## src/inc/exec_params.svh

```systemverilog
// Purpose: Constants for the return/rotate/sleep/subtract execution block
// Assumes: 8-bit data path, 13-bit program counter, 8-deep return stack
// Notes: Header holds definitions only
`ifndef EXEC_PARAMS_SVH
`define EXEC_PARAMS_SVH

// ----------------------------------------
// Widths and positions
// ----------------------------------------
`define DATA_W 8
`define PC_W 13
`define FADDR_W 7
`define STACK_DEPTH 8
`define SP_W 3
`define WDT_W 8
`define PRESC_W 8
`define MSB_POS 7
`define LSB_POS 0
`define NIB_HI 3

// ----------------------------------------
// Constant values
// ----------------------------------------
`define BYTE_ZERO 8'h00
`define PC_ZERO 13'h0000
`define SP_ZERO 3'h0
`define SP_ONE 3'h1
`define PC_STEP 13'h0001
`define BYTE_ONE 8'h01
`define BYTE_FULL 8'hFF
`define DEST_ACC 1'h0
`define DEST_FILE 1'h1
`define RESET_TO 1'h1
`define RESET_PD 1'h1

`endif

```

## src/inc/exec_pkg.sv

```systemverilog
// Purpose: Types shared by the execution block
// Assumes: Opcode decode happens outside the block
// Notes: Codes are binary and written out
package exec_pkg;

	// ----------------------------------------
	// Operation select
	// ----------------------------------------
	typedef enum logic [2:0]
	{
		op_none = 3'b000,
		op_return = 3'b001,
		rotate_left_carry_op = 3'b010,
		rotate_right_carry_op = 3'b011,
		op_sleep = 3'b100,
		literal_minus_acc_op = 3'b101
	} op_type;

	// ----------------------------------------
	// Sequencer states
	// ----------------------------------------
	typedef enum logic [1:0]
	{
		st_run = 2'b00,
		st_ret2 = 2'b01,
		st_asleep = 2'b10
	} state_type;

endpackage

```

## src/hw/exec_alu.sv

```systemverilog
// Purpose: Combinational rotate and literal-subtract datapath
// Assumes: Operands are stable for the cycle
// Notes: No state; the main module registers the results
`timescale 1ns/100ps
`include "exec_params.svh"

module exec_alu
	import exec_pkg::*;
(
	input wire op_type op,
	input wire logic [`DATA_W-1:0] fdata,
	input wire logic [`DATA_W-1:0] acc,
	input wire logic [`DATA_W-1:0] literal,
	input wire logic carry_in,
	output logic [`DATA_W-1:0] result,
	output logic carry_out,
	output logic nibble_carry_flag,
	output logic zero_out
);

	// Nine-bit difference keeps the borrow
	logic [`DATA_W:0] diff;
	// Five-bit low-nibble difference
	logic [`NIB_HI+1:0] ndiff;

	// ----------------------------------------
	// Datapath select
	// ----------------------------------------
	// One process for all operation results, flags follow the operation
	always_comb
	begin
		diff = {1'b0, literal} - {1'b0, acc};
		ndiff = {1'b0, literal[`NIB_HI:0]} - {1'b0, acc[`NIB_HI:0]};
		result = fdata;
		carry_out = carry_in;
		nibble_carry_flag = 1'b0;
		unique case (op)
			rotate_left_carry_op:
			begin
				// Old carry into bit 0, bit 7 out
				result = {fdata[`MSB_POS-1:0], carry_in};
				carry_out = fdata[`MSB_POS];
			end
			rotate_right_carry_op:
			begin
				// Old carry into bit 7, bit 0 out
				result = {carry_in, fdata[`MSB_POS:`LSB_POS+1]};
				carry_out = fdata[`LSB_POS];
			end
			literal_minus_acc_op:
			begin
				// Two's complement k minus acc; no borrow means acc <= k
				result = diff[`DATA_W-1:0];
				carry_out = ~diff[`DATA_W];
				nibble_carry_flag = ~ndiff[`NIB_HI+1];
			end
			default:
			begin
				// Other operations pass the file value through
				result = fdata;
			end
		endcase
		// Zero test on the 8-bit result
		zero_out = (result == `BYTE_ZERO);
	end

endmodule

```

## src/hw/exec_core.sv

```systemverilog
// Purpose: Executes return, rotate, sleep and literal subtract
// Assumes: Decode presents op with start for one cycle while ready
// Notes: Sleep gates the instruction cycle until wake arrives
`timescale 1ns/100ps
`include "exec_params.svh"

module exec_core
	import exec_pkg::*;
(
	input wire logic mclk,
	input wire logic rst,
	input wire logic start,
	input wire op_type op,
	input wire logic [`FADDR_W-1:0] faddr,
	input wire logic dest,
	input wire logic [`DATA_W-1:0] literal,
	input wire logic [`DATA_W-1:0] fdata,
	input wire logic push,
	input wire logic [`PC_W-1:0] push_pc,
	input wire logic wake,
	input wire logic wdt_tick,
	output logic ready,
	output logic [`PC_W-1:0] pc_reg,
	output logic [`DATA_W-1:0] acc_reg,
	output logic carry_reg,
	output logic nibble_carry_reg,
	output logic zero_reg,
	output logic timeout_status_bit,
	output logic powerdown_status_bit,
	output logic [`WDT_W-1:0] watchdog_counter,
	output logic [`PRESC_W-1:0] presc_reg,
	output logic file_we_reg,
	output logic [`FADDR_W-1:0] file_addr_reg,
	output logic [`DATA_W-1:0] file_wdata_reg,
	output logic clock_halted,
	output logic [`PC_W-1:0] stack_top_entry
);

	// ----------------------------------------
	// State
	// ----------------------------------------
	// Sequencer state and next
	state_type state_reg;
	state_type state_next;
	// Return stack storage
	logic [`PC_W-1:0] stack_mem [`STACK_DEPTH];
	// Stack pointer, points at next free slot
	logic [`SP_W-1:0] sp_reg;
	// Index of the top entry
	logic [`SP_W-1:0] top_idx;
	// Accepted instruction this cycle
	logic go;
	// Datapath results
	logic [`DATA_W-1:0] alu_result;
	logic alu_carry;
	logic alu_nc;
	logic alu_zero;
	// Rotate decode
	logic is_rotate;

	assign go = start & ready;
	assign is_rotate = (op == rotate_left_carry_op) | (op == rotate_right_carry_op);
	assign top_idx = sp_reg - `SP_ONE;
	assign stack_top_entry = stack_mem[top_idx];

	// Instruction cycles only in the run state
	assign ready = (state_reg == st_run);
	assign clock_halted = (state_reg == st_asleep);

	// ----------------------------------------
	// Datapath
	// ----------------------------------------
	exec_alu alu_inst
	(
		.op(op),
		.fdata(fdata),
		.acc(acc_reg),
		.literal(literal),
		.carry_in(carry_reg),
		.result(alu_result),
		.carry_out(alu_carry),
		.nibble_carry_flag(alu_nc),
		.zero_out(alu_zero)
	);

	// ----------------------------------------
	// Sequencer
	// ----------------------------------------
	// Next-state choice
	always_comb
	begin
		state_next = state_reg;
		unique case (state_reg)
			st_run:
			begin
				if (go && op == op_return)
					state_next = st_ret2; // Second cycle of return
				else if (go && op == op_sleep)
					state_next = st_asleep; // Halt the oscillator
			end
			st_ret2:
				state_next = st_run;
			st_asleep:
			begin
				// Only a wake-up restarts cycles
				if (wake)
					state_next = st_run;
			end
			default:
				state_next = st_run;
		endcase
	end

	// State register
	always_ff @(posedge mclk)
	begin
		if (rst)
			state_reg <= st_run;
		else
			state_reg <= state_next;
	end

	// ----------------------------------------
	// Return stack and program counter
	// ----------------------------------------
	// Push from call logic, pop on return; wraps like a ring
	always_ff @(posedge mclk)
	begin
		if (rst)
			sp_reg <= `SP_ZERO;
		else if (go && op == op_return)
			sp_reg <= top_idx; // Pop
		else if (push && ready)
			sp_reg <= sp_reg + `SP_ONE;
	end

	// Stack storage has no reset; contents are don't-care until pushed
	always_ff @(posedge mclk)
	begin
		if (push && ready && !(go && op == op_return))
			stack_mem[sp_reg] <= push_pc;
	end

	// PC loads the popped top; flags are not touched here
	always_ff @(posedge mclk)
	begin
		if (rst)
			pc_reg <= `PC_ZERO;
		else if (go && op == op_return)
			pc_reg <= stack_top_entry;
		else if (go && op != op_sleep)
			pc_reg <= pc_reg + `PC_STEP; // One word per instruction
	end

	// ----------------------------------------
	// Working register and file write
	// ----------------------------------------
	// Acc written by subtract or rotate with dest 0
	always_ff @(posedge mclk)
	begin
		if (rst)
			acc_reg <= `BYTE_ZERO;
		else if (go && op == literal_minus_acc_op)
			acc_reg <= alu_result;
		else if (go && is_rotate && dest == `DEST_ACC)
			acc_reg <= alu_result; // Single-cycle rotate
	end

	// File write-back strobe, one cycle, for dest 1
	always_ff @(posedge mclk)
	begin
		if (rst)
		begin
			file_we_reg <= 1'b0;
			file_addr_reg <= {`FADDR_W{1'b0}};
			file_wdata_reg <= `BYTE_ZERO;
		end
		else
		begin
			file_we_reg <= go & is_rotate & (dest == `DEST_FILE);
			if (go && is_rotate)
			begin
				file_addr_reg <= faddr;
				file_wdata_reg <= alu_result;
			end
		end
	end

	// ----------------------------------------
	// Status flags
	// ----------------------------------------
	// Rotates touch carry only; subtract updates C, DC, Z
	always_ff @(posedge mclk)
	begin
		if (rst)
		begin
			carry_reg <= 1'b0;
			nibble_carry_reg <= 1'b0;
			zero_reg <= 1'b0;
		end
		else if (go && is_rotate)
			carry_reg <= alu_carry;
		else if (go && op == literal_minus_acc_op)
		begin
			carry_reg <= alu_carry;
			nibble_carry_reg <= alu_nc;
			zero_reg <= alu_zero;
		end
	end

	// Power status bits change only on reset and sleep
	always_ff @(posedge mclk)
	begin
		if (rst)
		begin
			timeout_status_bit <= `RESET_TO;
			powerdown_status_bit <= `RESET_PD;
		end
		else if (go && op == op_sleep)
		begin
			timeout_status_bit <= 1'b1;
			powerdown_status_bit <= 1'b0;
		end
	end

	// ----------------------------------------
	// Watchdog counter and prescaler
	// ----------------------------------------
	// Sleep clears both; otherwise a tick advances the chain
	always_ff @(posedge mclk)
	begin
		if (rst || (go && op == op_sleep))
		begin
			watchdog_counter <= `BYTE_ZERO;
			presc_reg <= `BYTE_ZERO;
		end
		else if (wdt_tick)
		begin
			presc_reg <= presc_reg + `BYTE_ONE;
			if (presc_reg == `BYTE_FULL)
				watchdog_counter <= watchdog_counter + `BYTE_ONE;
		end
	end

endmodule

```

## config.mk

```make
export PLATFORM = sky130hd
export DESIGN_NAME = exec_core
export DESIGN_NICKNAME = d
export VERILOG_FILES = /design/src/inc/exec_pkg.sv /design/src/hw/exec_alu.sv /design/src/hw/exec_core.sv
export VERILOG_INCLUDE_DIRS = /design/src /design/src/inc
export SDC_FILE = /design/constraint.sdc
export NUM_CORES = 1
export LEC_CHECK = 0
export BUFFER_PORTS_ARGS = -buffer_cell sky130_fd_sc_hd__buf_2
export CAP_MARGIN = 20
export CORE_ASPECT_RATIO = 0.75
export CORE_MARGIN = 2
export CORE_UTILIZATION = 40
export DETAILED_ROUTE_END_ITERATION = 16
export GPL_TIMING_DRIVEN = 0
export PLACE_DENSITY = 0.67
export SYNTH_ARGS = -nofsm -noshare
export SYNTH_HDL_FRONTEND = slang
export SYNTH_HIERARCHICAL = 1
export SYNTH_SLANG_ARGS = --single-unit
```

## constraint.sdc

```tcl
create_clock -name mclk -period 3.22 [get_ports mclk]
set_input_delay 0.966 -clock mclk [delete_from_list [all_inputs] [get_ports mclk]]
set_output_delay 0.966 -clock mclk [all_outputs]
set_load 0.005 [all_outputs]
```

==> metrics.md, run 1 <==
| Metric | Value |
|---|---|
| Commonest non-fill, non-tap cell in the layout | `buf_2` |
| Sink Count | `166` |
| Tmin final | `3370 ps` |
| Syn_nets | `685` |
| Critical path required time | `between 2000 and 2500 ps` |
| Ys Warns | `6` |
| Post-synth EDFFs | `104` |
| Final setup viols | `13` |
| Filler cells | `1612` |
| Final HPWL DP | `about 13 mm` |
| Post-Route WL | `around 19 mm` |
| Count of cell types in the netlist | `61` |
| Power per Cell Area | `between 500 and 600 nW/um^2` |
| Skew final | `10.7 ps` |
| Share of post-route cells with drive strength above 1 | `roughly a third` |
| DRC errors left | `0` |
| CP Cell Sequence | `buf_8, inv_12, ha_4, buf_8, buf_12, mux2_4, mux4_2, buf_2` |
| Status | `finished, violations left` |
| Ant diodes | `0` |
| Die width | `162 um` |
| Syn_area_per_cell | `12.0 sq um` |
| Final ANT Viol Nets | `0` |
| I/O Buffers | `~120` |
| 1st-iter DRT viols | `~540` |
| Nets | `847` |
| Synth Flop Type | `edfxtp_1` |
| Area Growth Syn to Fin | `27.1%` |
| Via density | `5.35` |
| Routed wire length per instance | `between 15 and 20 um` |
| Die height | `123 um` |
| Worst setup path category | `reg -> out` |
| Multi-input logic area | `3020 sq um` |
| Worst setup SP type | `flop` |
| RSZ-0062 raised after global routing | `yes` |
| Flops & latches, synth | `166` |
| Vias | `5601` |
| Slew @ Worst Pin | `914 ps` |
| First-pass GRT wire length | `29.1 mm` |
| Worst vdd ir | `0.372 mV` |
| Fin. Hold Viols | `0` |
| Placed insts | `994` |
| CP max FO | `8` |
| RePlAce Congestion | `0.849` |
| Final period util | `105%` |
| Commonest non-fill, non-tap cells in the layout | `111 x buf_2, 104 x edfxtp_1, 66 x nand2_1, 60 x dfxtp_1, 50 x a21oi_1` |
| Hold crit path type | `reg -> reg` |
| Largest net degree at the start of global routing | `18` |
| Initial Utilization | `40.6%` |
| Leading area contributor after synthesis | `edfxtp_1` |
| CTS buffer count | `17` |
| Layout Cells excl Fill | `approximately 1000` |
| Crit path largest cell delay | `500 ps` |
| Post-route worst setup slack | `-152 ps` |
| Failing checks | `setup timing` |
| Ys async rst share | `0%` |
| Synth top area cells | `edfxtp_1 42%, dfxtp_1 17%, mux4_2 6.3%` |
| Max Cap Viol | `0` |
| H-tree levels | `4` |
| Static Leak | `3.58 nW` |
| Cells after Synth | `~620` |
| I/O pin cnt | `~120` |
| Max Root-Sink Buffers | `2` |
| CP most frequent cell | `buf_8` |
| Core box area | `18500 sq um` |
| # rows | `43` |
| Post-synthesis sequential area ratio | `approximately 58%` |
| Final Max Tran Viols | `0` |
| GR Util All Layers | `19.3%` |
| CP max stage cell | `mux4_2` |
| Pre-Repair DR Iteration Count | `5` |
| Clk Latency, worst-skew pair | `about 430 ps` |
| FF/Latch Area | `between 4000 and 5000 sq um` |
| Crit end category | `output port` |
| Cell Area, Synth | `approximately 7500 sq um` |
| Max FFs per register | `104` |
| Initial antenna violation count | `0` |
| F_max | `297 MHz` |
| Crit path DAT | `2410 ps` |
| Slew margin rel. | `39.0%` |
| Gr ovfl total | `0` |
| Vias in the first global route | `5289` |
| Worst-path clk slew | `70 ps` |
| Root Buffer | `clkbuf_16` |
| Setup tns final | `-1150 ps` |
| Share of the synthesized area in the top cell type | `41.7%` |
| CTS tree | `built` |
| Die area | `between 15000 and 20000 sq um` |
metrics by stage:
step	setup slack (ps)	util [%]	hold WS [ps]	power, mW	instance area [sq um]
3_5_place_dp	-521	46.0	443	3.17	8480
3_3_place_gp	-893	45.5	432	3.15	8390
4_1_cts	-149	51.1	455	5.45	9440
6_report	-152	51.6	454	5.50	9530
5_1_grt	-208	51.6	476	5.70	9530
2_1_floorplan	97.9	-	451	2.87	7500
metal layers:
layer  track usage, %  up-vias  part of all wire, %
met5                0        -                    0
met4             6.31        0                  1.6
met3             3.85       20                  5.4
met2             28.9      184                   45
met1             28.2     2744                   48
li1                 -     2653                    -
critical path, delay by kind of cell (launching register included):
family,cells,cell delay [ps]
adders and majority gates,1,270
buffers and inverters,5,570
DFF,1,350
muxes,2,790
synthesized netlist by cell type, types with 10 or more instances:
cell type	count
nand3_1	25
buf_2	10
ha_1	14
mux2_2	29
inv_1	18
nor2_1	24
o21ai_0	33
or3_1	15
dfxtp_1	62
edfxtp_1	104
nand2_1	66
a31oi_1	10
a21oi_1	50
mux4_2	21
clkbuf_1	22
final timing paths:
check,to,slack [ps],depth (start not counted),startpoint
max,stack_top_entry[5],-150,8,sp_reg[0]
min,powerdown_status_bit,450,1,powerdown_status_bit
max reg2reg,zero_reg,630,10,acc_reg[0]
min reg2reg,powerdown_status_bit,450,1,powerdown_status_bit
timing repair:
item,in CTS,in global routing
gates resized for setup,58,9
setup buffers,14,6
endpoints found under the setup margin,13,13
pin swaps,1,1
hold buffers,0,0
endpoints found under the hold margin,0,0
logic make-up after synthesis:
kind of cell	Yosys count	share of synthesized area, %
flops	166	58.2
buf+inv	56	3.07
xor+xnor	13	1.52
compound gates	134	10.7
fa+ha+maj	15	2.60
simple gates	186	12.8
other cells	1	0.0500
mux	53	11.1
cell type report:
class / count / share of cell area [%]
well taps: 247 / 3.24
repair buffers: 143 / 9.35
plain buffers: 37 / 2.61
inverters: 19 / 0.880
clock buffers: 17 / 4.47
clock inverters: 15 / 1.92
multi-input cells: 402 / 31.7
flip-flops and latches: 166 / 45.9
power by group:
group	switching (mW)	total [mW]	internal (mW)
logic	0.478	1.03	0.556
registers	0.0410	2.37	2.33
clock network	0.919	2.10	1.18
total	1.44	5.50	4.06
(Power assumes the default switching activity.)
==> run 2, diff against run 1 <==
--- a/config.mk
+++ b/config.mk
@@ -14,6 +14,7 @@
 export DETAILED_ROUTE_END_ITERATION = 16
 export GPL_TIMING_DRIVEN = 0
 export PLACE_DENSITY = 0.67
+export SETUP_SLACK_MARGIN = 0.5
 export SYNTH_ARGS = -nofsm -noshare
 export SYNTH_HDL_FRONTEND = slang
 export SYNTH_HIERARCHICAL = 1
==> metrics.md, run 2 (synthesis results as in run 1) <==
| Metric | Value |
|---|---|
| Status | `finished, violations left` |
| Failing checks | `setup timing` |
| Routed wire length per instance | `about 18 um` |
| Worst R2R End | `pc_reg[11]` |
| Post-route worst setup slack | `-181 ps` |
| R2R Path Start | `sp_reg[0]` |
| H-tree levels | `4` |
| Pre-Repair DR Iteration Count | `5` |
| Pre-CTS setup slack | `-132 ps` |
| Comb pwr share | `20.0%` |
| HP Start | `file_wdata_reg[4]` |
| Fin. Hold Viols | `0` |
| Final setup viols | `13` |
| Tmin final | `~3400 ps` |
| NetSw | `about 1.5 mW` |
| CP max FO | `5` |
| Skew final | `about 9.0 ps` |
| Worst-path clk slew | `70 ps` |
| Vias in the first global route | `5208` |
| Layout Cells excl Fill | `1054` |
| Slew @ Worst Pin | `just over 900 ps` |
| I/O pin cnt | `approximately 120` |
| WHS Endpoint | `file_wdata_reg[4]` |
| Crit end category | `output port` |
| CP most frequent cell | `buf_12` |
| Share of post-route cells with drive strength above 1 | `about a third` |
| Switching Share | `27.1%` |
| Hold Crit Depth | `2` |
| Final core utilization | `52.1%` |
| Internal | `approximately 3.9 mW` |
| Worst Reg-to-Reg Cells | `11` |
| Gr ovfl total | `0` |
| Initial Utilization | `approximately two fifths` |
| FF/Latch Area | `4370 sq um` |
| Multi-input logic area | `3100 sq um` |
| Die height | `123 um` |
| Placed insts | `990` |
| DRC errors left | `0` |
| Static Leak | `3.58 nW` |
| Final period util | `106%` |
| Root Buffer | `clkbuf_16` |
| Area Growth Syn to Fin | `28.2%` |
| Initial antenna violation count | `0` |
| RSZ-0062 raised after global routing | `yes` |
| Largest net degree at the start of global routing | `18` |
| Power per Cell Area | `roughly 560 nW/um^2` |
| CTS tree | `built` |
| R2R setup slack | `~700 ps` |
| Critical path required time | `2250 ps` |
| RePlAce Congestion | `around 0.85` |
| Slew margin rel. | `39.0%` |
| Ant diodes | `0` |
| Hold buffer count at cts | `0` |
| I/O Buffers | `116` |
| Sequential share of power | `44.0%` |
| Clock share of power | `~36%` |
| Crit path largest cell delay | `490 ps` |
| Worst setup SP type | `flop` |
| Worst vdd ir | `~0.44 mV` |
| Final Max Tran Viols | `0` |
| Vias | `~5600` |
| Hold crit path type | `reg -> reg` |
| Commonest non-fill, non-tap cell in the layout | `buf_2` |
| Via density | `5.32` |
| Nets | `855` |
| Crit path DAT | `2430 ps` |
| GR Util All Layers | `18.9%` |
| Die area | `between 15000 and 20000 sq um` |
| Final ANT Viol Nets | `0` |
| CP Cell Sequence | `buf_12, inv_12, ha_4, buf_8, buf_12, mux2_4, mux4_2, buf_2` |
| F_max | `between 200 and 300 MHz` |
| Worst setup path category | `reg -> out` |
| 1st-iter DRT viols | `between 500 and 600` |
| Post-Route WL | `18.9 mm` |
| # rows | `43` |
| First-pass GRT wire length | `28.2 mm` |
| Max Cap Viol | `0` |
| Final HPWL DP | `13.0 mm` |
| Sink Count | `around 170` |
| Filler cells | `1593` |
| Commonest non-fill, non-tap cells in the layout | `115 x buf_2, 104 x edfxtp_1, 66 x nand2_1, 60 x dfxtp_1, 49 x a21oi_1` |
| Core box area | `18500 sq um` |
| CTS buffer count | `17` |
| Max FFs per register | `104` |
| Clk Latency, worst-skew pair | `between 400 and 500 ps` |
| Die width | `162 um` |
| CP max stage cell | `mux4_2` |
| Max Root-Sink Buffers | `2` |
-- run 2: cell count changes in the layout (fill, tap and decap cells not counted), sizes merged --
cell | previous run | this run
inv | 28 | 27
clkbuf | 39 | 38
clkinvlp | 2 | 1
bufinv | 2 | 0
buf | 158 | 167
clkinv | 2 | 6
-- run 2: stage by stage --
stage	instance area [sq um]	power (mW)	setup TNS (ps)	hold slack, ps
3_5_place_dp	8550	3.21	-1120	443
4_1_cts	9450	5.35	-1800	454
6_report	9610	5.39	-1680	452
2_1_floorplan	7610	2.91	0	451
3_3_place_gp	8500	3.20	-13260	432
5_1_grt	9610	5.58	-2410	476
-- run 2: what timing repair did --
item | CTS | global route
cloned | 1 | 1
endpoints found under the setup margin | 19 | 54
gates resized for setup | 32 | 18
setup buffers | 20 | 10
endpoints found under the hold margin | 0 | 0
pin swaps | 1 | 3
-- run 2: worst max-delay path: cells and delay by family (launching register included) --
kind | cells | cell delay (ps)
adders and majority gates | 1 | 300
DFF | 1 | 370
muxes | 2 | 790
buffers and inverters | 5 | 540
-- run 2: how the worst max path moves through the flow --
stage,cells past startpoint,endpoint,slack (ps),from
2_1_floorplan,11,zero_reg,370,literal[0]
3_3_place_gp,5,stack_mem[5][5],-200,op[1]
3_5_place_dp,6,stack_top_entry[8],-130,sp_reg[1]
4_1_cts,8,stack_top_entry[5],-190,sp_reg[0]
5_1_grt,8,stack_top_entry[5],-240,sp_reg[0]
6_report,8,stack_top_entry[5],-180,sp_reg[0]
-- run 2: final cells by class --
cell class | instances | share of cell area (%)
flip-flops and latches | 166 | 45.5
clock buffers | 17 | 4.43
clock inverters | 15 | 1.47
inverters | 19 | 1.00
well taps | 247 | 3.22
multi-input cells | 402 | 32.3
repair buffers | 151 | 9.66
plain buffers | 37 | 2.46
-- run 2: power by group through the flow --
stage	Clock (mW)	Combinational, mW	Sequential, mW
6_report	1.94	1.08	2.37
5_1_grt	2.07	1.14	2.37
4_1_cts	1.97	1.00	2.37
3_5_place_dp	0	0.795	2.41
3_3_place_gp	0	0.782	2.41
2_1_floorplan	0	0.499	2.41
-- run 2: metal layers --
metal / up-vias / wire length [um] / track usage [%] / share of wire, %
li1: 2682 / - / - / -
met1: 2729 / 8710 / 26.2 / 46
met2: 181 / 8860 / 29.8 / 47
met3: 19 / 1070 / 4.97 / 5.6
met4: 0 / 265 / 5.03 / 1.4
met5: - / 0 / 0 / 0
==> run 3, diff against run 2 <==
--- a/config.mk
+++ b/config.mk
@@ -13,6 +13,7 @@
 export CORE_UTILIZATION = 40
 export DETAILED_ROUTE_END_ITERATION = 16
 export GPL_TIMING_DRIVEN = 0
+export MAX_ROUTING_LAYER = met4
 export PLACE_DENSITY = 0.67
 export SETUP_SLACK_MARGIN = 0.5
 export SYNTH_ARGS = -nofsm -noshare
==> metrics.md, run 3 (synthesis results as in run 1) <==
| Metric | Value |
|---|---|
| Crit end category | `output port` |
| Pre-CTS setup slack | `-132 ps` |
| Top cell family by delay on the critical path | `multiplexers` |
| Core box area | `18500 sq um` |
| Final setup viols | `13` |
| Worst setup SP type | `flop` |
| Power per Cell Area | `560 nW/um^2` |
| Root Buffer | `clkbuf_16` |
| Worst-path clk slew | `70 ps` |
| CTS buffer count | `17` |
| Vias | `5615` |
| Sink Count | `166` |
| Setup tns final | `-1590 ps` |
| Max Root-Sink Buffers | `2` |
| I/O Buffers | `roughly 120` |
| Area Growth Syn to Fin | `28.3%` |
| Max Cap Viol | `0` |
| Initial antenna violation count | `0` |
| Hold buffer count at cts | `0` |
| CP Cell Sequence | `buf_12, inv_12, ha_4, buf_8, buf_12, mux2_4, mux4_2, buf_2` |
| Crit path DAT | `2430 ps` |
| Routed wire length per instance | `17.9 um` |
| Commonest non-fill, non-tap cells in the layout | `115 x buf_2, 104 x edfxtp_1, 66 x nand2_1, 60 x dfxtp_1, 49 x a21oi_1` |
| WP buf/inv | `5` |
| Worst vdd ir | `0.440 mV` |
| CTS tree | `built` |
| Slew @ Worst Pin | `855 ps` |
| Filler cells | `1587` |
| Die width | `162 um` |
| CP max FO | `5` |
| R2R setup slack | `720 ps` |
| I/O pin cnt | `119` |
| Final Max Tran Viols | `0` |
| Initial Utilization | `40.6%` |
| Worst setup path start | `sp_reg[0]` |
| Post-route worst setup slack | `-175 ps` |
| R2R Path Start | `state_reg[1]` |
| Slew margin rel. | `42.8%` |
| 1st-iter DRT viols | `between 400 and 500` |
| Gr ovfl total | `0` |
| Post-Route WL | `18.8 mm` |
| GR Util All Layers | `19.4%` |
| Critical path required time | `2250 ps` |
| Via density | `5.33` |
| Vias in the first global route | `5198` |
| Failing checks | `setup timing` |
| WHS Endpoint | `file_wdata_reg[4]` |
| Commonest non-fill, non-tap cell in the layout | `buf_2` |
| Final core utilization | `52.1%` |
| Crit path largest cell delay | `490 ps` |
| HP Start | `file_wdata_reg[4]` |
| Status | `finished, violations left` |
| Fin. Hold Viols | `0` |
| F_max | `approximately 290 MHz` |
| H-tree levels | `4` |
| RePlAce Congestion | `0.867` |
| Final HPWL DP | `13.0 mm` |
| DRC errors left | `0` |
| Worst Reg-to-Reg Cells | `4` |
| Clk Latency, worst-skew pair | `approximately 430 ps` |
| Tmin final | `roughly 3400 ps` |
| Ant diodes | `0` |
| Die height | `123 um` |
| Largest net degree at the start of global routing | `18` |
| Pre-Repair DR Iteration Count | `5` |
| Max FFs per register | `104` |
| Final ANT Viol Nets | `0` |
| Die area | `19900 sq um` |
| Static Leak | `3.58 nW` |
| Hold crit path type | `reg -> reg` |
| Final period util | `105%` |
| Skew final | `~7.6 ps` |
| CP most frequent cell | `buf_12` |
| First-pass GRT wire length | `28.2 mm` |
| RSZ-0062 raised after global routing | `yes` |
| # rows | `43` |
| CP max stage cell | `mux4_2` |
| Share of post-route cells with drive strength above 1 | `between 30% and 40%` |
| Worst R2R End | `stack_mem[6][5]` |
| Nets | `855` |
| Worst setup path category | `reg -> out` |
| Hold Crit Depth | `2` |
-- run 3: cell counts in the layout (fill, tap and decap cells not counted) --
No cell type changed its count.
-- run 3: layer usage --
metal	global-route usage (%)	part of all wire (%)	vias up
met2	29.8	47	189
met5	-	0	-
met4	5.53	1.3	0
li1	-	-	2686
met1	26.1	46	2723
met3	4.29	5.7	17
-- run 3: worst register-to-register path: cells and delay by family (launching register included) --
| family | cells | cell delay [ps] |
|---|---|---|
| flops | 1 | 380 |
| simple gates | 3 | 1570 |
| buf+inv | 1 | 270 |
-- run 3: area by class of cell --
| type | instances | area, sq um | area share [%] |
|---|---|---|---|
| timing repair buffer | 151 | 928 | 9.65 |
| sequential | 166 | 4370 | 45.4 |
| clock inverter | 15 | 141 | 1.47 |
| inverter | 19 | 96.3 | 1.00 |
| clock buffer | 17 | 425 | 4.42 |
| tap | 247 | 309 | 3.21 |
| multi-input combinational | 402 | 3110 | 32.4 |
| buffer | 37 | 236 | 2.46 |
-- run 3: how the worst max path moves through the flow --
stage                               to  cells past startpoint
finish              stack_top_entry[5]                      8
global placement       stack_mem[5][5]                      5
floorplan                     zero_reg                     11
CTS                 stack_top_entry[5]                      8
global route        stack_top_entry[5]                      8
detailed placement  stack_top_entry[8]                      6
-- run 3: per-stage QoR --
step,power (mW),std cells,instance area [sq um],hold WS [ps]
after detailed placement,3.21,990,8550,443
after floorplan,2.91,624,7610,451
after CTS,5.35,1043,9450,454
final,5.39,1054,9620,452
after global placement,3.20,987,8500,432
after global routing,5.58,1054,9620,476
-- run 3: timing repair --
item,CTS,global route
buffers inserted,20,10
gates resized for setup,32,20
pin swaps,1,3
gates cloned,1,1
hold endpoints to repair,0,0
setup endpoints to repair,19,62
-- run 3: where the power goes --
| part | leakage [nW] | switching (mW) | internal [mW] |
|---|---|---|---|
| Combinational | 1.86 | 0.498 | 0.577 |
| Clock | 0.278 | 0.919 | 1.02 |
| Sequential | 1.45 | 0.0396 | 2.33 |
| Total | 3.58 | 1.46 | 3.93 |
